===== config.mk =====
export PLATFORM = sky130hd
export DESIGN_NAME = half_bridge_gate_sequencer
export DESIGN_NICKNAME = d
export VERILOG_FILES = /design/src/common/gate_seq_pkg.sv /design/src/rtl/half_bridge_gate_sequencer.sv
export SDC_FILE = /design/constraint.sdc
export NUM_CORES = 1
export LEC_CHECK = 0
export BUFFER_PORTS_ARGS = -buffer_cell sky130_fd_sc_hd__buf_2
export CAP_MARGIN = 30
export CORE_MARGIN = 2
export CORE_UTILIZATION = 50
export CTS_CLUSTER_DIAMETER = 50
export DETAILED_ROUTE_END_ITERATION = 7
export GPL_ROUTABILITY_DRIVEN = 1
export PLACE_DENSITY = 0.71
export SYNTH_ARGS = -nofsm -noshare
export SYNTH_HDL_FRONTEND = slang
export SYNTH_SLANG_ARGS = --single-unit

===== constraint.sdc =====
create_clock -name clk_sys -period 3.2 [get_ports clk_sys]
set_input_delay 0.32 -clock clk_sys [delete_from_list [all_inputs] [get_ports clk_sys]]
set_output_delay 0.32 -clock clk_sys [all_outputs]
set_load 0.05 [all_outputs]

===== src/common/gate_seq_pkg.sv =====
// Shared constants and types of the half-bridge gate sequencer
package gate_seq_pkg;

    // ==================================================
    // Field widths
    localparam int STRENGTH_W = 4;
    localparam int LEVEL_W = 7;
    localparam int WINDOW_W = 8;
    localparam int DEAD_W = 8;
    localparam int BLANK_W = 8;
    localparam int GAIN_W = 2;
    localparam int REF_DIV_W = 2;

    // ==================================================
    // Synchronised pin indices
    localparam int SYNC_PWM = 0;
    localparam int SYNC_FLOAT = 1;
    localparam int SYNC_MON_HIGH = 2;
    localparam int SYNC_MON_LOW = 3;
    localparam int SYNC_COUNT = 4;

    // ==================================================
    // Drive strength in half-milliamp steps, indexed by 4-bit code
    localparam logic [6:0] DRIVE_LEVEL_TABLE [16] = '{
        7'h01, 7'h02, 7'h04, 7'h06, 7'h08, 7'h0C, 7'h10, 7'h18,
        7'h20, 7'h28, 7'h30, 7'h38, 7'h3E, 7'h50, 7'h60, 7'h7C
    };
    localparam logic [6:0] DRIVE_LEVEL_RESET = 7'h01;

    // ==================================================
    // Amplifier gain and reference divider
    localparam logic [6:0] FIRST_STAGE_GAIN = 7'h02;
    localparam logic [6:0] STAGE2_GAIN_TABLE [4] = '{7'h05, 7'h0A, 7'h14, 7'h28};
    localparam logic [6:0] STAGE2_GAIN_RESET = 7'h05;
    localparam logic [6:0] TOTAL_GAIN_RESET = 7'h0A;
    // Divider code meaning one half; value is arbitrary
    localparam logic [1:0] REF_DIV_HALF = 2'h0;

    // ==================================================
    // Sequencer states
    typedef enum logic [2:0] {
        ST_OFF = 3'b000,
        ST_BREAK = 3'b001,
        ST_DEAD = 3'b010,
        ST_HIGH = 3'b011,
        ST_LOW = 3'b100
    } seq_state_type;

    typedef struct packed {
        logic [7:0] drive_window_length;
        logic [7:0] digital_dead_time_setting;
    } seq_config_type;

    typedef struct packed {
        logic blank_enable;
        logic blank_source_select;
        logic [7:0] blank_period_select;
        logic hold_on_brake_enable;
        logic [1:0] amp_gain_select;
        logic [1:0] amp_reference_divider;
    } amp_config_type;

    localparam amp_config_type AMP_CONFIG_RESET = '0;

endpackage : gate_seq_pkg


===== src/rtl/half_bridge_gate_sequencer.sv =====
// Gate drive sequencer, drive strength decode and amplifier output control
module half_bridge_gate_sequencer (
    input wire logic clk_sys,
    input wire logic rstn,
    input wire logic serial_variant,
    input wire logic bridge_pwm_input,
    input wire logic bridge_float_n,
    input wire logic high_gate_monitor,
    input wire logic low_gate_monitor,
    input wire logic [3:0] source_strength_code,
    input wire logic [3:0] sink_strength_code,
    input wire logic [3:0] slew_strength_control,
    input wire gate_seq_pkg::seq_config_type seq_config,
    input wire gate_seq_pkg::amp_config_type amp_config,
    input wire logic [1:0] amp_gain_pin,
    input wire logic brake_high_side,
    input wire logic brake_low_side,
    input wire logic other_bridge_edge,
    input wire logic fault_clear,
    output logic high_gate_output,
    output logic low_gate_output,
    output logic high_strong_pulldown,
    output logic low_strong_pulldown,
    output logic peak_drive_active,
    output logic pullup_hold,
    output logic monitor_blank,
    output logic [6:0] source_drive_level,
    output logic [6:0] sink_drive_level,
    output logic high_gate_fault,
    output logic low_gate_fault,
    output logic [6:0] amp_stage2_gain,
    output logic [6:0] amp_total_gain,
    output logic [1:0] amp_ref_divider_sel,
    output logic amp_output_connect
);

    // ==================================================
    // Reset release
    logic rst_meta_reg;
    logic rst_n_sync;

    always_ff @(posedge clk_sys or negedge rstn) begin
        if (!rstn) begin
            rst_meta_reg <= 1'b0;
            rst_n_sync <= 1'b0;
        end else begin
            rst_meta_reg <= 1'b1;
            rst_n_sync <= rst_meta_reg;
        end
    end

    // ==================================================
    // Pin synchronisers
    logic [gate_seq_pkg::SYNC_COUNT-1:0] pin_raw;
    logic [gate_seq_pkg::SYNC_COUNT-1:0] pin_v;

    assign pin_raw = {low_gate_monitor, high_gate_monitor, bridge_float_n, bridge_pwm_input};

    // Change accepted only when stages two and three agree
    for (genvar i = 0; i < gate_seq_pkg::SYNC_COUNT; i++) begin : sync_g
        logic s1_reg;
        logic s2_reg;
        logic s3_reg;
        logic val_reg;
        always_ff @(posedge clk_sys or negedge rst_n_sync) begin
            if (!rst_n_sync) begin
                s1_reg <= 1'b0;
                s2_reg <= 1'b0;
                s3_reg <= 1'b0;
                val_reg <= 1'b0;
            end else begin
                s1_reg <= pin_raw[i];
                s2_reg <= s1_reg;
                s3_reg <= s2_reg;
                if (s2_reg == s3_reg) begin
                    val_reg <= s3_reg;
                end
            end
        end
        assign pin_v[i] = val_reg;
    end

    logic pwm_v;
    logic float_n_v;
    logic mon_high_v;
    logic mon_low_v;

    assign pwm_v = pin_v[gate_seq_pkg::SYNC_PWM];
    assign float_n_v = pin_v[gate_seq_pkg::SYNC_FLOAT];
    assign mon_high_v = pin_v[gate_seq_pkg::SYNC_MON_HIGH];
    assign mon_low_v = pin_v[gate_seq_pkg::SYNC_MON_LOW];

    // ==================================================
    // Break-before-make sequencer
    gate_seq_pkg::seq_state_type state_reg;
    gate_seq_pkg::seq_state_type state_next;
    logic target_reg;
    logic target_next;
    logic [7:0] dead_cnt_reg;
    logic [7:0] dead_cnt_next;
    logic [7:0] dead_len;
    logic [7:0] win_len;
    logic off_gate_clear;
    gate_seq_pkg::seq_state_type on_state;

    assign dead_len = seq_config.digital_dead_time_setting;
    assign win_len = seq_config.drive_window_length;
    // Off-going gate is the one opposite the requested side
    assign off_gate_clear = pwm_v ? !mon_low_v : !mon_high_v;
    assign on_state = pwm_v ? gate_seq_pkg::ST_HIGH : gate_seq_pkg::ST_LOW;

    always_comb begin
        state_next = state_reg;
        target_next = target_reg;
        dead_cnt_next = dead_cnt_reg;
        if (!float_n_v) begin
            state_next = gate_seq_pkg::ST_OFF;
        end else begin
            unique case (state_reg)
                gate_seq_pkg::ST_OFF: begin
                    target_next = pwm_v;
                    state_next = gate_seq_pkg::ST_BREAK;
                end
                gate_seq_pkg::ST_HIGH: begin
                    if (!pwm_v) begin
                        target_next = 1'b0;
                        state_next = gate_seq_pkg::ST_BREAK;
                    end
                end
                gate_seq_pkg::ST_LOW: begin
                    if (pwm_v) begin
                        target_next = 1'b1;
                        state_next = gate_seq_pkg::ST_BREAK;
                    end
                end
                gate_seq_pkg::ST_BREAK: begin
                    target_next = pwm_v;
                    if (off_gate_clear) begin
                        dead_cnt_next = dead_len;
                        // Zero setting skips the digital dead time
                        state_next = (dead_len == 8'h00) ? on_state : gate_seq_pkg::ST_DEAD;
                    end
                end
                gate_seq_pkg::ST_DEAD: begin
                    if (pwm_v != target_reg) begin
                        state_next = gate_seq_pkg::ST_BREAK;
                    end else if (dead_cnt_reg <= 8'h01) begin
                        state_next = on_state;
                    end else begin
                        dead_cnt_next = dead_cnt_reg - 8'h01;
                    end
                end
                default: begin
                    state_next = gate_seq_pkg::ST_OFF;
                end
            endcase
        end
    end

    always_ff @(posedge clk_sys or negedge rst_n_sync) begin
        if (!rst_n_sync) begin
            state_reg <= gate_seq_pkg::ST_OFF;
            target_reg <= 1'b0;
            dead_cnt_reg <= 8'h00;
        end else begin
            state_reg <= state_next;
            target_reg <= target_next;
            dead_cnt_reg <= dead_cnt_next;
        end
    end

    assign high_gate_output = (state_reg == gate_seq_pkg::ST_HIGH);
    assign low_gate_output = (state_reg == gate_seq_pkg::ST_LOW);

    // ==================================================
    // Drive window, strong pulldown and gate fault check
    logic high_next;
    logic low_next;
    logic edge_high;
    logic edge_low;
    logic win_load;
    logic [7:0] win_cnt_reg;
    logic [7:0] win_cnt_next;
    logic win_high_reg;
    logic win_level_reg;
    logic win_expire;
    logic win_mismatch;
    logic high_fault_reg;
    logic low_fault_reg;

    assign high_next = (state_next == gate_seq_pkg::ST_HIGH);
    assign low_next = (state_next == gate_seq_pkg::ST_LOW);
    assign edge_high = high_next != high_gate_output;
    assign edge_low = low_next != low_gate_output;
    assign win_load = edge_high || edge_low;
    // A fresh edge restarts the window; the old one is dropped unchecked
    assign win_cnt_next = win_load ? win_len : (win_cnt_reg != 8'h00) ? win_cnt_reg - 8'h01 : 8'h00;
    assign win_expire = (win_cnt_reg == 8'h01) && !win_load;
    assign win_mismatch = (win_high_reg ? mon_high_v : mon_low_v) != win_level_reg;

    always_ff @(posedge clk_sys or negedge rst_n_sync) begin
        if (!rst_n_sync) begin
            win_cnt_reg <= 8'h00;
            win_high_reg <= 1'b0;
            win_level_reg <= 1'b0;
            high_fault_reg <= 1'b0;
            low_fault_reg <= 1'b0;
        end else begin
            win_cnt_reg <= win_cnt_next;
            if (win_load) begin
                win_high_reg <= edge_high;
                win_level_reg <= edge_high ? high_next : low_next;
            end
            // Set beats clear in the same cycle
            high_fault_reg <= (win_expire && win_mismatch && win_high_reg) || (high_fault_reg && !fault_clear);
            low_fault_reg <= (win_expire && win_mismatch && !win_high_reg) || (low_fault_reg && !fault_clear);
        end
    end

    assign peak_drive_active = (win_cnt_reg != 8'h00);
    assign pullup_hold = !peak_drive_active;
    assign monitor_blank = peak_drive_active;
    assign high_strong_pulldown = peak_drive_active && !win_high_reg;
    assign low_strong_pulldown = peak_drive_active && win_high_reg;
    assign high_gate_fault = high_fault_reg;
    assign low_gate_fault = low_fault_reg;

    // ==================================================
    // Drive strength and amplifier gain
    logic [3:0] src_code;
    logic [3:0] snk_code;
    logic [1:0] gain_code;

    assign src_code = serial_variant ? source_strength_code : slew_strength_control;
    assign snk_code = serial_variant ? sink_strength_code : slew_strength_control;
    assign gain_code = serial_variant ? amp_config.amp_gain_select : amp_gain_pin;

    always_ff @(posedge clk_sys or negedge rst_n_sync) begin
        if (!rst_n_sync) begin
            source_drive_level <= gate_seq_pkg::DRIVE_LEVEL_RESET;
            sink_drive_level <= gate_seq_pkg::DRIVE_LEVEL_RESET;
            amp_stage2_gain <= gate_seq_pkg::STAGE2_GAIN_RESET;
            amp_total_gain <= gate_seq_pkg::TOTAL_GAIN_RESET;
            amp_ref_divider_sel <= gate_seq_pkg::REF_DIV_HALF;
        end else begin
            source_drive_level <= gate_seq_pkg::DRIVE_LEVEL_TABLE[src_code];
            sink_drive_level <= gate_seq_pkg::DRIVE_LEVEL_TABLE[snk_code];
            amp_stage2_gain <= gate_seq_pkg::STAGE2_GAIN_TABLE[gain_code];
            amp_total_gain <= 7'(gate_seq_pkg::FIRST_STAGE_GAIN * gate_seq_pkg::STAGE2_GAIN_TABLE[gain_code]);
            amp_ref_divider_sel <= serial_variant ? amp_config.amp_reference_divider : gate_seq_pkg::REF_DIV_HALF;
        end
    end

    // ==================================================
    // Amplifier output blanking and hold
    gate_seq_pkg::amp_config_type amp_cfg_reg;
    logic [7:0] blank_cnt_reg;
    logic [7:0] blank_cnt_next;
    logic blank_trigger;
    logic hold_now;
    logic connect_reg;

    assign blank_trigger = amp_cfg_reg.blank_source_select ? other_bridge_edge : win_load;
    // Counter starts on the edge that moves the gate, or on other_bridge_edge when blank_source_select is set
    assign blank_cnt_next = (serial_variant && amp_cfg_reg.blank_enable && blank_trigger)
        ? amp_cfg_reg.blank_period_select
        : (blank_cnt_reg != 8'h00) ? blank_cnt_reg - 8'h01 : 8'h00;
    assign hold_now = serial_variant && amp_cfg_reg.hold_on_brake_enable && (brake_high_side || brake_low_side);

    always_ff @(posedge clk_sys or negedge rst_n_sync) begin
        if (!rst_n_sync) begin
            amp_cfg_reg <= gate_seq_pkg::AMP_CONFIG_RESET;
            blank_cnt_reg <= 8'h00;
            connect_reg <= 1'b1;
        end else begin
            amp_cfg_reg <= amp_config;
            blank_cnt_reg <= blank_cnt_next;
            // Hardware variant never opens the switch
            connect_reg <= !serial_variant || ((blank_cnt_next == 8'h00) && !hold_now);
        end
    end

    assign amp_output_connect = connect_reg;
endmodule : half_bridge_gate_sequencer


==> reports/qor.csv, run 1 <==
stage,metric,value,unit
synthesis,synth_seq_cells,84,
critical_path,end_kind,flop,
synthesis,netlist_top_cells_area,"dfrtp_1, ha_1, o21ai_0, nor2_1, dfstp_2",
cells_and_area,area_growth,16.8,%
synthesis,syn-instance-count,416,
synthesis,synth-compound-area-share,14.6,%
synthesis,synth_top_area_share,47.3,%
clock_network,cts_sinks,84,
sta,rsz0062_at_grt,false,
sta,slew_headroom,53.2,%
route,wl,8250,µm
sta,fin_setup_tns,0,ns
grt,grt.total_usage,19.6,%
floorplan,core.rowCount,33,
critical_path,crit_path_top_delay_cell,dfrtp_1,
pwr,ir_worst_vdd,0.398,mV
sta,skew,0.0124,ns
synthesis,synth-async-reset-ratio,100,%
sta,setup_viol,0,
grt,grt_max_degree,70,
placed_design,gp_congestion,0.905,
pwr,finalPower,3.30,mW
clock_network,clockBufferDepth,2,
sta,fin_ws,0.463,ns
route,dr_total_vias,3228,
clock_network,post_cts_buffers,0,
placed_design,pre_cts_ws,0.485,ns
floorplan,initial_core_util,51.1,%
critical_path,path_max_fanout,12,
floorplan,die_h,95.5,µm
synthesis,muxShareOfSynthArea,5.48,%
sta,fin_crit_sh,85.5,%
cells_and_area,stdcell_count,613,
clock_network,cts.clk_slew.worst_paths,0.09,ns
grt,gr-total-overflow,0,
cells_and_area,fill_cells,719,
grt,grt_first_pass_wirelength,13800,µm
cells_and_area,multiInputGateArea,1830,µm²
synthesis,synth_top_family_by_area,simple AND/OR/NAND/NOR gates,
cells_and_area,fin_util,59.7,%
route,viasPerCell,5.27,
floorplan,coreArea,8180,µm²
floorplan,die-width,95.5,µm
clock_network,cts_buffers,9,
clock_network,htreeDepth,3,
synthesis,synth_common_cells,"dfrtp_1, nor2_1, o21ai_0",
route,drt-wirelength-per-cell,13.5,µm
critical_path,timing.critical_path.required,3.43,ns
synthesis,synth_cell_types,56,
clock_network,clock_latency,0.35,ns
synthesis,synth_ff_type,dfrtp_1,
job,maxCapViolCount,0,
sta,hold_ws,0.0673,ns
outcome,status,"finished, final reports clean",
critical_path,cp.arrival,2.97,ns
grt,grt_pass1_vias,3004,
cells_and_area,finalInstanceArea,4880,µm²
synthesis,synth_area,4180,µm²
sta,fin_crit,2.74,ns
placed_design,place_hpwl,6030,µm
critical_path,max_stage_delay,0.51,ns
cells_and_area,diodes,0,
synthesis,syn_avg_cell_area,10.1,µm²
synthesis,synth_seq_area_share,50.4,%
placed_design,place_area,4690,µm²
route,ant_nets,0,
critical_path,start_kind,flop,
floorplan,die_area,9110,µm²
route,drc,0,
synthesis,synthAdderAreaFrac,5.75,%
sta,drv_slew,0,
synthesis,yosysTopAreaCell,dfrtp_1,
pwr,leakage,2.34,nW
route,dr.pass1.iters,4,
synthesis,yosysMostFrequentCell,dfrtp_1,
clock_network,cts_tree,built,
pwr,p_per_area,675,nW/µm²
clock_network,ctsRootBufferMaster,clkbuf_8,
cells_and_area,largest_reg_flops,11,
hold_path,hp-class,primary input to flop,
synthesis,synth-edff-count,0,
sta,tightest_slew,0.702,ns
synthesis,synth-simple-area-share,15.7,%
synthesis,yosysWarnings,0,
sta,fmax,365,MHz
cells_and_area,regArea,2110,µm²
sta,hold_viol_final,0,
synthesis,synthXorXnorAreaFrac,2.09,%
route,first_iter_violations,127,
grt,antenna_found_initial,0,
placed_design,dp.cells,596,
floorplan,ioPinCount,96,
cells_and_area,fin_nets,575,
critical_path,cp_cell_sequence,or3b_1 > or3_1 > o21ai_1 > a21boi_1 > nand3_1 > and2_1 > mux2_4,
critical_path,worst-setup-path-type,flop to flop,
placed_design,port_buffers,93,
cells_and_area,final_layout_size_suffix_gt1_share,26.8,%
==> timing repair <==
action | in CTS | in global routing
endpoints found under the hold margin | 2 | 0
hold buffers | 1 | 0
resized for setup | 0 | 0
==> where the power goes <==
part           internal (mW)  switching, mW
Clock                  0.309          0.392
Sequential              1.28          0.219
Combinational          0.473          0.620
==> cells in the final DEF (no fill, tap or decap), drive strengths merged, types with 2 or more instances in the layout <==
cell and n:
a21oi 26, mux2 10, and3 4, clkinv 2, xnor2 8, maj3 4, nor4 7, inv 28
dfrtp 79, a21boi 3, nand4 2, mux2i 9, buf 97, nand2b 6, nand3 6, nor3 13
or2 2, o31a 2, nor3b 4, ha 16, clkbuf 10, o211ai 2, nor2b 8, nor2 44
nand2 24, o22ai 6, dfstp 5, a31oi 3, clkinvlp 2, a22oi 2, or3 3, and2 5
o31ai 8, nand3b 2, conb 3, o21ai 38, xor2 2
==> logic make-up (layout without fill, tap and decap cells) <==
family | count (synthesis) | after routing
AND/OR/NAND/NOR | 133 | 133
flip-flops | 84 | 84
buffers and inverters | 49 | 140
multiplexers | 19 | 19
other | 2 | 3
XOR/XNOR | 10 | 10
AO/OA/AOI/OAI | 99 | 99
adder cells (fa/ha/maj) | 20 | 20
==> metal layers <==
metal	GRT usage [%]	share of wire, %	up-vias
met5	0	0	-
met4	6.55	1.6	0
met3	6.48	7.4	9
met2	30.7	47	104
met1	25.8	44	1512
li1	-	-	1603
==> worst paths after layout <==
check / cells past startpoint / endpoint / slack (ns) / start
min in group asynchronous: 0 / win_cnt_reg[3] / 0.19 / rst_n_sync
max reg2reg: 7 / blank_cnt_reg[1] / 0.46 / state_reg[1]
min reg2reg: 0 / win_cnt_reg[3] / 0.19 / rst_n_sync
max in group asynchronous: 1 / source_drive_level[0] / 2.37 / rst_n_sync
min: 1 / sync_g[1].s1_reg / 0.07 / bridge_float_n
max: 7 / blank_cnt_reg[1] / 0.46 / state_reg[1]
==> area by class of cell <==
class                           count  area share, %
Sequential cell                    84           43.2
Multi-Input combinational cell    284           37.6
Timing Repair Buffer               98           10.8
Clock buffer                       10           2.82
Tap cell                          105           2.69
Inverter                           26           2.00
Clock inverter                      6          0.948
==> worst max-delay path, delay by kind of cell (launching register included) <==
family / cells / cell delay (ns)
simple gates: 4 / 1.40
flops: 1 / 0.51
mux: 1 / 0.34
compound gates: 2 / 0.36
(Power assumes the default switching activity.)
==> run 2, diff against run 1 <==
--- a/config.mk
+++ b/config.mk
@@ -5,6 +5,7 @@
 export SDC_FILE = /design/constraint.sdc
 export NUM_CORES = 1
 export LEC_CHECK = 0
+export ABC_AREA = 1
 export BUFFER_PORTS_ARGS = -buffer_cell sky130_fd_sc_hd__buf_2
 export CAP_MARGIN = 30
 export CORE_MARGIN = 2
==> reports/qor.csv, run 2 <==
stage,metric,value,unit,change
floorplan,die-width,95.2,µm,was 95.5 µm
pwr,ir_worst_vdd,0.335,mV,was 0.398 mV
floorplan,coreArea,8130,µm²,was 8180 µm²
job,maxCapViolCount,0,,unchanged
sta,tightest_slew,0.546,ns,was 0.702 ns
pwr,p_sw_share,39.9,%,was 37.4%
cells_and_area,largest_reg_flops,11,,unchanged
sta,fin_crit,2.41,ns,was 2.74 ns
synthesis,synth_seq_area_share,50.7,%,was 50.4%
pwr,p_per_area,676,nW/µm²,was 675 nW/µm²
cells_and_area,final_common_cell,nand2_1,,was buf_2
sta,fin_crit_sh,75.4,%,was 85.5%
hold_path,hp-class,primary input to flop,,unchanged
critical_path,path_max_fanout,15,,was 12
critical_path,start_kind,flop,,unchanged
clock_network,cts_tree,built,,unchanged
critical_path,worst-setup-path-type,flop to flop,,unchanged
pwr,combPwrFrac,34.2,%,was 33.2%
cells_and_area,stdcell_count,680,,was 613
floorplan,die_h,95.2,µm,was 95.5 µm
sta,fin_ws,0.786,ns,was 0.463 ns
sta,setup_viol,0,,unchanged
synthesis,synth_area,4160,µm²,was 4180 µm²
pwr,p_clk_share,22.2,%,was 21.3%
synthesis,synth-async-reset-ratio,100,%,unchanged
clock_network,cts.clk_slew.worst_paths,0.10,ns,was 0.09 ns
pwr,power_frac_seq,43.6,%,was 45.6%
cells_and_area,final_layout_size_suffix_gt1_share,25.4,%,was 26.8%
route,wl,8430,µm,was 8250 µm
cells_and_area,area_growth,17.5,%,was 16.8%
route,drc,0,,unchanged
route,first_iter_violations,131,,was 127
placed_design,port_buffers,93,,unchanged
synthesis,yosysTopAreaCell,dfrtp_1,,unchanged
synthesis,syn_avg_cell_area,8.66,µm²,was 10.1 µm²
clock_network,cts_resized,0,,unchanged
critical_path,timing.critical_path.required,3.44,ns,was 3.43 ns
pwr,switchingPower,1.31,mW,was 1.23 mW
sta,slew_headroom,63.6,%,was 53.2%
critical_path,cp_cell_sequence,inv_1 > ha_1 > inv_2 > nand2_1 > nand2_1 > nor2_2 > nand2_1 > nand3_1 > nand2_1 > nand2_2 > nand3_2 > nand2_4 > nand2_1 > nor2_2 > inv_2 > o41ai_1,,was or3b_1 > or3_1 > o21ai_1 > a21boi_1 > nand3_1 > and2_1 > mux2_4
sta,fmax,414,MHz,was 365 MHz
sta,hold_viol_final,0,,unchanged
critical_path,max_stage_delay,0.41,ns,was 0.51 ns
grt,grt.total_usage,20.2,%,was 19.6%
critical_path,worst-path-buf-inv,3,,was 0
floorplan,ioPinCount,96,,unchanged
placed_design,place_area,4680,µm²,was 4690 µm²
sta,drv_slew,0,,unchanged
clock_network,ctsRootBufferMaster,clkbuf_8,,unchanged
critical_path,end_kind,flop,,unchanged
cells_and_area,diodes,0,,unchanged
cells_and_area,fin_nets,642,,was 575
sta,fin_setup_tns,0,ns,unchanged
route,ant_nets,0,,unchanged
synthesis,yosysMostFrequentCell,nand2_1,,was dfrtp_1
floorplan,core.rowCount,33,,unchanged
floorplan,initial_core_util,51.1,%,about the same
route,viasPerCell,5.00,,was 5.27
pwr,leakage,2.60,nW,was 2.34 nW
placed_design,dp.cells,663,,was 596
clock_network,cts_sinks,84,,unchanged
pwr,cell_internal_pwr,1.98,mW,was 2.06 mW
synthesis,synth-edff-count,0,,unchanged
floorplan,die_area,9060,µm²,was 9110 µm²
grt,gr-total-overflow,0,,unchanged
cells_and_area,fin_util,60.0,%,was 59.7%
critical_path,cp.arrival,2.65,ns,was 2.97 ns
sta,rsz0062_at_grt,false,,unchanged
grt,grt_first_pass_wirelength,14200,µm,"was 13,800 µm"
critical_path,critPathTopFamily,simple AND/OR/NAND/NOR gates,,unchanged
critical_path,crit_path_top_delay_cell,dfrtp_1,,unchanged
sta,skew,0.0112,ns,was 0.0124 ns
placed_design,pre_cts_ws,0.800,ns,was 0.485 ns
clock_network,clockBufferDepth,2,,unchanged
synthesis,netlist_top_cells_area,"dfrtp_1, nand2_1, inv_1, ha_1, nor2_1",,"was dfrtp_1, ha_1, o21ai_0, nor2_1, dfstp_2"
synthesis,syn-instance-count,480,,was 416
outcome,status,"finished, final reports clean",,unchanged
grt,grt_pass1_vias,3313,,"was 3,004"
placed_design,place_hpwl,6340,µm,was 6030 µm
clock_network,clock_latency,0.36,ns,was 0.35 ns
grt,grt_max_degree,63,,was 70
synthesis,yosysWarnings,0,,unchanged
synthesis,synth_top_area_share,47.6,%,was 47.3%
cells_and_area,mostFrequentLayoutCells,"nand2_1, buf_2, dfrtp_1",,"was buf_2, dfrtp_1, nor2_1"
synthesis,synth_ff_type,dfrtp_1,,unchanged
clock_network,cts_buffers,9,,unchanged
route,dr_total_vias,3399,,"was 3,228"
clock_network,htreeDepth,3,,unchanged
route,drt-wirelength-per-cell,12.4,µm,was 13.5 µm
route,dr.pass1.iters,5,,was 4
cells_and_area,fill_cells,733,,was 719
synthesis,synth_seq_cells,84,,unchanged
synthesis,synth_cell_types,44,,was 56
placed_design,gp_congestion,0.879,,was 0.905
synthesis,synth_common_cells,"nand2_1, dfrtp_1, inv_1",,"was dfrtp_1, nor2_1, o21ai_0"
critical_path,cpMostUsedCell,nand2_1,,
grt,antenna_found_initial,0,,unchanged
cells_and_area,finalInstanceArea,4880,µm²,about the same
-- run 2: cell types whose count changed in the layout (fill, tap and decap cells not counted), moves of 9 or more --
cell     delta
mux2i_1     -9
nand2_1    +72
o21ai_0    -12
inv_1      +43
nand3_1    +19
-- run 2: path summary, 6_finish.rpt --
check,from,endpoint,slack [ns],depth (start not counted)
max in group asynchronous,rst_n_sync,source_drive_level[0],2.35,1
hold / removal,high_gate_monitor,sync_g[2].s1_reg,0.05,1
min in group asynchronous,rst_n_sync,amp_stage2_gain[4],0.21,0
hold reg to reg,rst_n_sync,amp_stage2_gain[4],0.21,0
setup reg to reg,dead_cnt_reg[0],win_cnt_reg[4],0.79,16
setup / recovery,dead_cnt_reg[0],win_cnt_reg[4],0.79,16
-- run 2: what timing repair did --
action                                 4_1_cts  5_1_grt
buffers inserted                             0        0
hold buffers                                 1        0
endpoints found under the hold margin        2        0
-- run 2: worst reg2reg max path: cells and delay by family, from the launching register on --
kind	cells	cell delay, ns
fa+ha+maj	1	0.25
flops	1	0.41
compound gates	1	0.31
buf+inv	3	0.31
simple gates	11	1.04
-- run 2: cells by family (layout without fill, tap and decap cells) --
family          Yosys count  count (layout)  share of synthesized area (%)
flops                    84              84                           50.7
other cells               2               3                          0.181
xor+xnor                  4               4                          0.843
buf+inv                  95             189                           9.64
simple gates            198             198                           22.0
fa+ha+maj                20              20                           5.78
compound gates           77              77                           10.8
-- run 2: area by class of cell --
| cell class | count | area (µm²) | area share, % |
|---|---|---|---|
| multi-input cells | 302 | 1650 | 33.8 |
| clock inverters | 6 | 53.8 | 1.10 |
| well taps | 105 | 131 | 2.69 |
| flip-flops and latches | 84 | 2110 | 43.3 |
| inverters | 78 | 293 | 6.00 |
| repair buffers | 95 | 503 | 10.3 |
| clock buffers | 10 | 138 | 2.82 |
-- run 2: metrics by stage --
step / hold slack, ns / total power, mW
after CTS: 0.0344 / 3.32
after global routing: 0.0308 / 3.55
after detailed placement: 0.113 / 2.58
after floorplan: 0.0244 / 2.32
after global placement: 0.106 / 2.54
final: 0.0538 / 3.30
-- run 2: power by group through the flow --
stage          Combinational, mW  Clock [mW]  Sequential [mW]
6_report                    1.13       0.733             1.44
5_1_grt                     1.28       0.801             1.47
4_1_cts                     1.13       0.756             1.44
3_5_place_dp                1.13           0             1.46
3_3_place_gp                1.07           0             1.46
2_1_floorplan              0.801           0             1.52
-- run 2: metal layers --
| layer | wire length [µm] | vias to the layer above | GRT usage [%] |
|---|---|---|---|
| met5 | 0 | - | 0 |
| met4 | 96 | 0 | 7.37 |
| met3 | 545 | 11 | 6.01 |
| met2 | 4090 | 99 | 34.5 |
| met1 | 3700 | 1597 | 24.0 |
| li1 | - | 1692 | - |
==> run 3, diff against run 2 <==
--- a/config.mk
+++ b/config.mk
@@ -9,11 +9,11 @@
 export BUFFER_PORTS_ARGS = -buffer_cell sky130_fd_sc_hd__buf_2
 export CAP_MARGIN = 30
 export CORE_MARGIN = 2
-export CORE_UTILIZATION = 50
+export CORE_UTILIZATION = 49
 export CTS_CLUSTER_DIAMETER = 50
 export DETAILED_ROUTE_END_ITERATION = 7
 export GPL_ROUTABILITY_DRIVEN = 1
-export PLACE_DENSITY = 0.71
+export PLACE_DENSITY = 0.73
 export SYNTH_ARGS = -nofsm -noshare
 export SYNTH_HDL_FRONTEND = slang
 export SYNTH_SLANG_ARGS = --single-unit
==> constraint.sdc (replaced) <==
create_clock -name clk_sys -period 2 [get_ports clk_sys]
set_input_delay 0.2 -clock clk_sys [delete_from_list [all_inputs] [get_ports clk_sys]]
set_output_delay 0.2 -clock clk_sys [all_outputs]
set_load 0.05 [all_outputs]
==> reports/qor.csv, run 3 (same netlist as run 2, synthesis figures left out) <==
stage,metric,value,unit,change
route,viasPerCell,4.93,,was 5.00
sta,tightest_slew,0.549,ns,was 0.546 ns
pwr,p_per_area,1080,nW/µm²,was 676 nW/µm²
job,maxCapViolCount,0,,unchanged
critical_path,timing.critical_path.required,2.30,ns,was 3.44 ns
grt,grt_util_met1,28.0,%,was 24.0%
sta,hold_ws,0.0228,ns,was 0.0538 ns
placed_design,place_hpwl,6580,µm,was 6340 µm
grt,grt_first_pass_wirelength,15600,µm,"was 14,200 µm"
sta,skew,0.0153,ns,was 0.0112 ns
grt,grt_max_degree,42,,was 63
grt,grt.total_usage,21.7,%,was 20.2%
route,dr.pass1.iters,4,,was 5
critical_path,cpMostUsedCell,nand2_2,,was nand2_1
grt,antenna_found_initial,0,,unchanged
cells_and_area,diodes,0,,unchanged
cells_and_area,final_common_cell,buf_2,,was nand2_1
cells_and_area,regArea,2110,µm²,about the same
route,ant_nets,0,,unchanged
sta,fmax,441,MHz,was 414 MHz
floorplan,ioPinCount,96,,unchanged
grt,gr-total-overflow,0,,unchanged
floorplan,initial_core_util,50.6,%,was 51.1%
cells_and_area,mostFrequentLayoutCells,"buf_2, nand2_1, dfrtp_1",,"was nand2_1, buf_2, dfrtp_1"
critical_path,cp_cell_sequence,inv_2 > ha_2 > inv_1 > nand2_2 > nand2_2 > nor2_4 > nand2_2 > nand3_2 > nand2_2 > nand2_4 > nand3_4 > nand2_4 > nand4_4 > nand2_4 > nand2_2 > nand2_2 > nand2_1 > nor2_1 > nand3_1 > nand2_1,,was inv_1 > ha_1 > inv_2 > nand2_1 > nand2_1 > nor2_2 > nand2_1 > nand3_1 > nand2_1 > nand2_2 > nand3_2 > nand2_4 > nand2_1 > nor2_2 > inv_2 > o41ai_1
critical_path,crit_path_top_delay_cell,dfrtp_1,,unchanged
critical_path,path_max_fanout,8,,was 15
sta,fin_crit_sh,113,%,was 75.4%
floorplan,coreArea,8220,µm²,was 8130 µm²
critical_path,end_kind,flop,,unchanged
clock_network,clockBufferDepth,2,,unchanged
sta,fin_ws,-0.269,ns,was 0.786 ns
placed_design,pre_cts_ws,-0.206,ns,was 0.800 ns
sta,hold_viol_final,0,,unchanged
sta,fin_setup_tns,-1.78,ns,was 0 ns
grt,grt_util_met2,36.4,%,was 34.5%
sta,drv_slew,0,,unchanged
sta,slew_headroom,63.4,%,was 63.6%
grt,grt_use_met3,4.93,%,was 6.01%
clock_network,clock_latency,0.36,ns,about the same
cells_and_area,fin_nets,705,,was 642
route,drt-wirelength-per-cell,12.7,µm,was 12.4 µm
route,dr_total_vias,3663,,"was 3,399"
cells_and_area,area_growth,35.0,%,was 17.5%
cells_and_area,final_layout_size_suffix_gt1_share,35.7,%,was 25.4%
floorplan,die-width,96.1,µm,was 95.2 µm
clock_network,cts.clk_slew.worst_paths,0.09,ns,was 0.10 ns
critical_path,max_stage_delay,0.38,ns,was 0.41 ns
route,first_iter_violations,111,,was 131
cells_and_area,fill_cells,607,,was 733
sta,fin_crit,2.27,ns,was 2.41 ns
route,drc,0,,unchanged
clock_network,cts_buffers,9,,unchanged
pwr,finalPower,6.05,mW,was 3.30 mW
clock_network,ctsRootBufferMaster,clkbuf_8,,unchanged
floorplan,core.rowCount,33,,unchanged
grt,top_usage_layer,met2,,unchanged
outcome,status,"finished, violations left",,"was finished, final reports clean"
placed_design,port_buffers,93,,unchanged
route,wl,9460,µm,was 8430 µm
floorplan,die_h,96.1,µm,was 95.2 µm
grt,grt_pass1_vias,3621,,"was 3,313"
sta,rsz0062_at_grt,true,,was false
hold_path,hp-class,primary input to flop,,unchanged
outcome,violations,setup timing,,
floorplan,die_area,9230,µm²,was 9060 µm²
pwr,ir_worst_vdd,0.510,mV,was 0.335 mV
critical_path,cp.arrival,2.57,ns,was 2.65 ns
clock_network,cts_sinks,84,,unchanged
sta,setup_viol,19,,was 0
pwr,leakage,2.94,nW,was 2.60 nW
clock_network,htreeDepth,3,,unchanged
critical_path,worst-setup-path-type,flop to flop,,unchanged
cells_and_area,multiInputGateArea,1830,µm²,was 1650 µm²
clock_network,cts_tree,built,,unchanged
placed_design,gp_congestion,0.943,,was 0.879
cells_and_area,largest_reg_flops,11,,unchanged
critical_path,start_kind,flop,,unchanged
-- run 3: changes by cell type in the layout (fill, tap and decap cells not counted), moves of 3 or more --
cell / previous run / this run
buf_4: 0 / 47
dlygate4sd3_1: 1 / 16
nand2_1: 96 / 82
nand2_2: 2 / 15
nand3_1: 25 / 22
nand3_4: 0 / 3
nor2_1: 44 / 41
nor2_4: 1 / 4
o31ai_1: 4 / 1
o31ai_2: 0 / 3
-- run 3: stage by stage --
stage	util, %	instances	area, µm²
finish	68.3	743	5610
floorplan	-	481	4190
CTS	66.1	737	5440
global route	68.3	743	5610
global placement	60.7	701	4990
detailed placement	60.7	701	4990
-- run 3: area by class of cell --
cell class | instances | area share (%)
flip-flops and latches | 84 | 37.7
multi-input cells | 303 | 32.7
repair buffers | 157 | 18.2
inverters | 78 | 5.40
clock buffers | 10 | 2.45
well taps | 105 | 2.34
clock inverters | 6 | 1.25
-- run 3: power by group --
group          switching (mW)  internal (mW)  total (mW)
clock network           0.655          0.623        1.28
registers               0.276           2.05        2.33
logic                    1.41           1.03        2.44
-- run 3: critical path: cells and delay by family, from the launching register on --
family	cells	cell delay, ns
AND/OR/NAND/NOR	17	1.52
buffers and inverters	2	0.14
adder cells (fa/ha/maj)	1	0.19
flip-flops	1	0.38
-- run 3: metal layers --
metal / wire length [µm] / vias up
met5: 0 / -
met4: 95 / 0
met3: 599 / 7
met2: 4770 / 116
met1: 4000 / 1709
li1: - / 1831
-- run 3: path summary, 6_finish.rpt --
path	cells past startpoint	slack, ns	start	to
worst max-delay path	20	-0.27	dead_cnt_reg[1]	amp_output_connect
worst min-delay path	2	0.02	serial_variant	amp_output_connect
worst max register to register	20	-0.27	dead_cnt_reg[1]	amp_output_connect
worst min register to register	0	0.33	rst_n_sync	sync_g[0].s1_reg
max in group asynchronous	1	1.04	rst_n_sync	amp_stage2_gain[0]
min in group asynchronous	2	0.15	rstn	rst_n_sync
-- run 3: timing repair --
item                                    in CTS  in global routing
hold buffers                                16                  0
endpoints found under the setup margin      20                 25
gates resized for setup                      9                 33
hold endpoints to repair                    17                  0
pin swaps                                    4                 16
setup buffers                                3                  6
gates cloned                                 1                  0
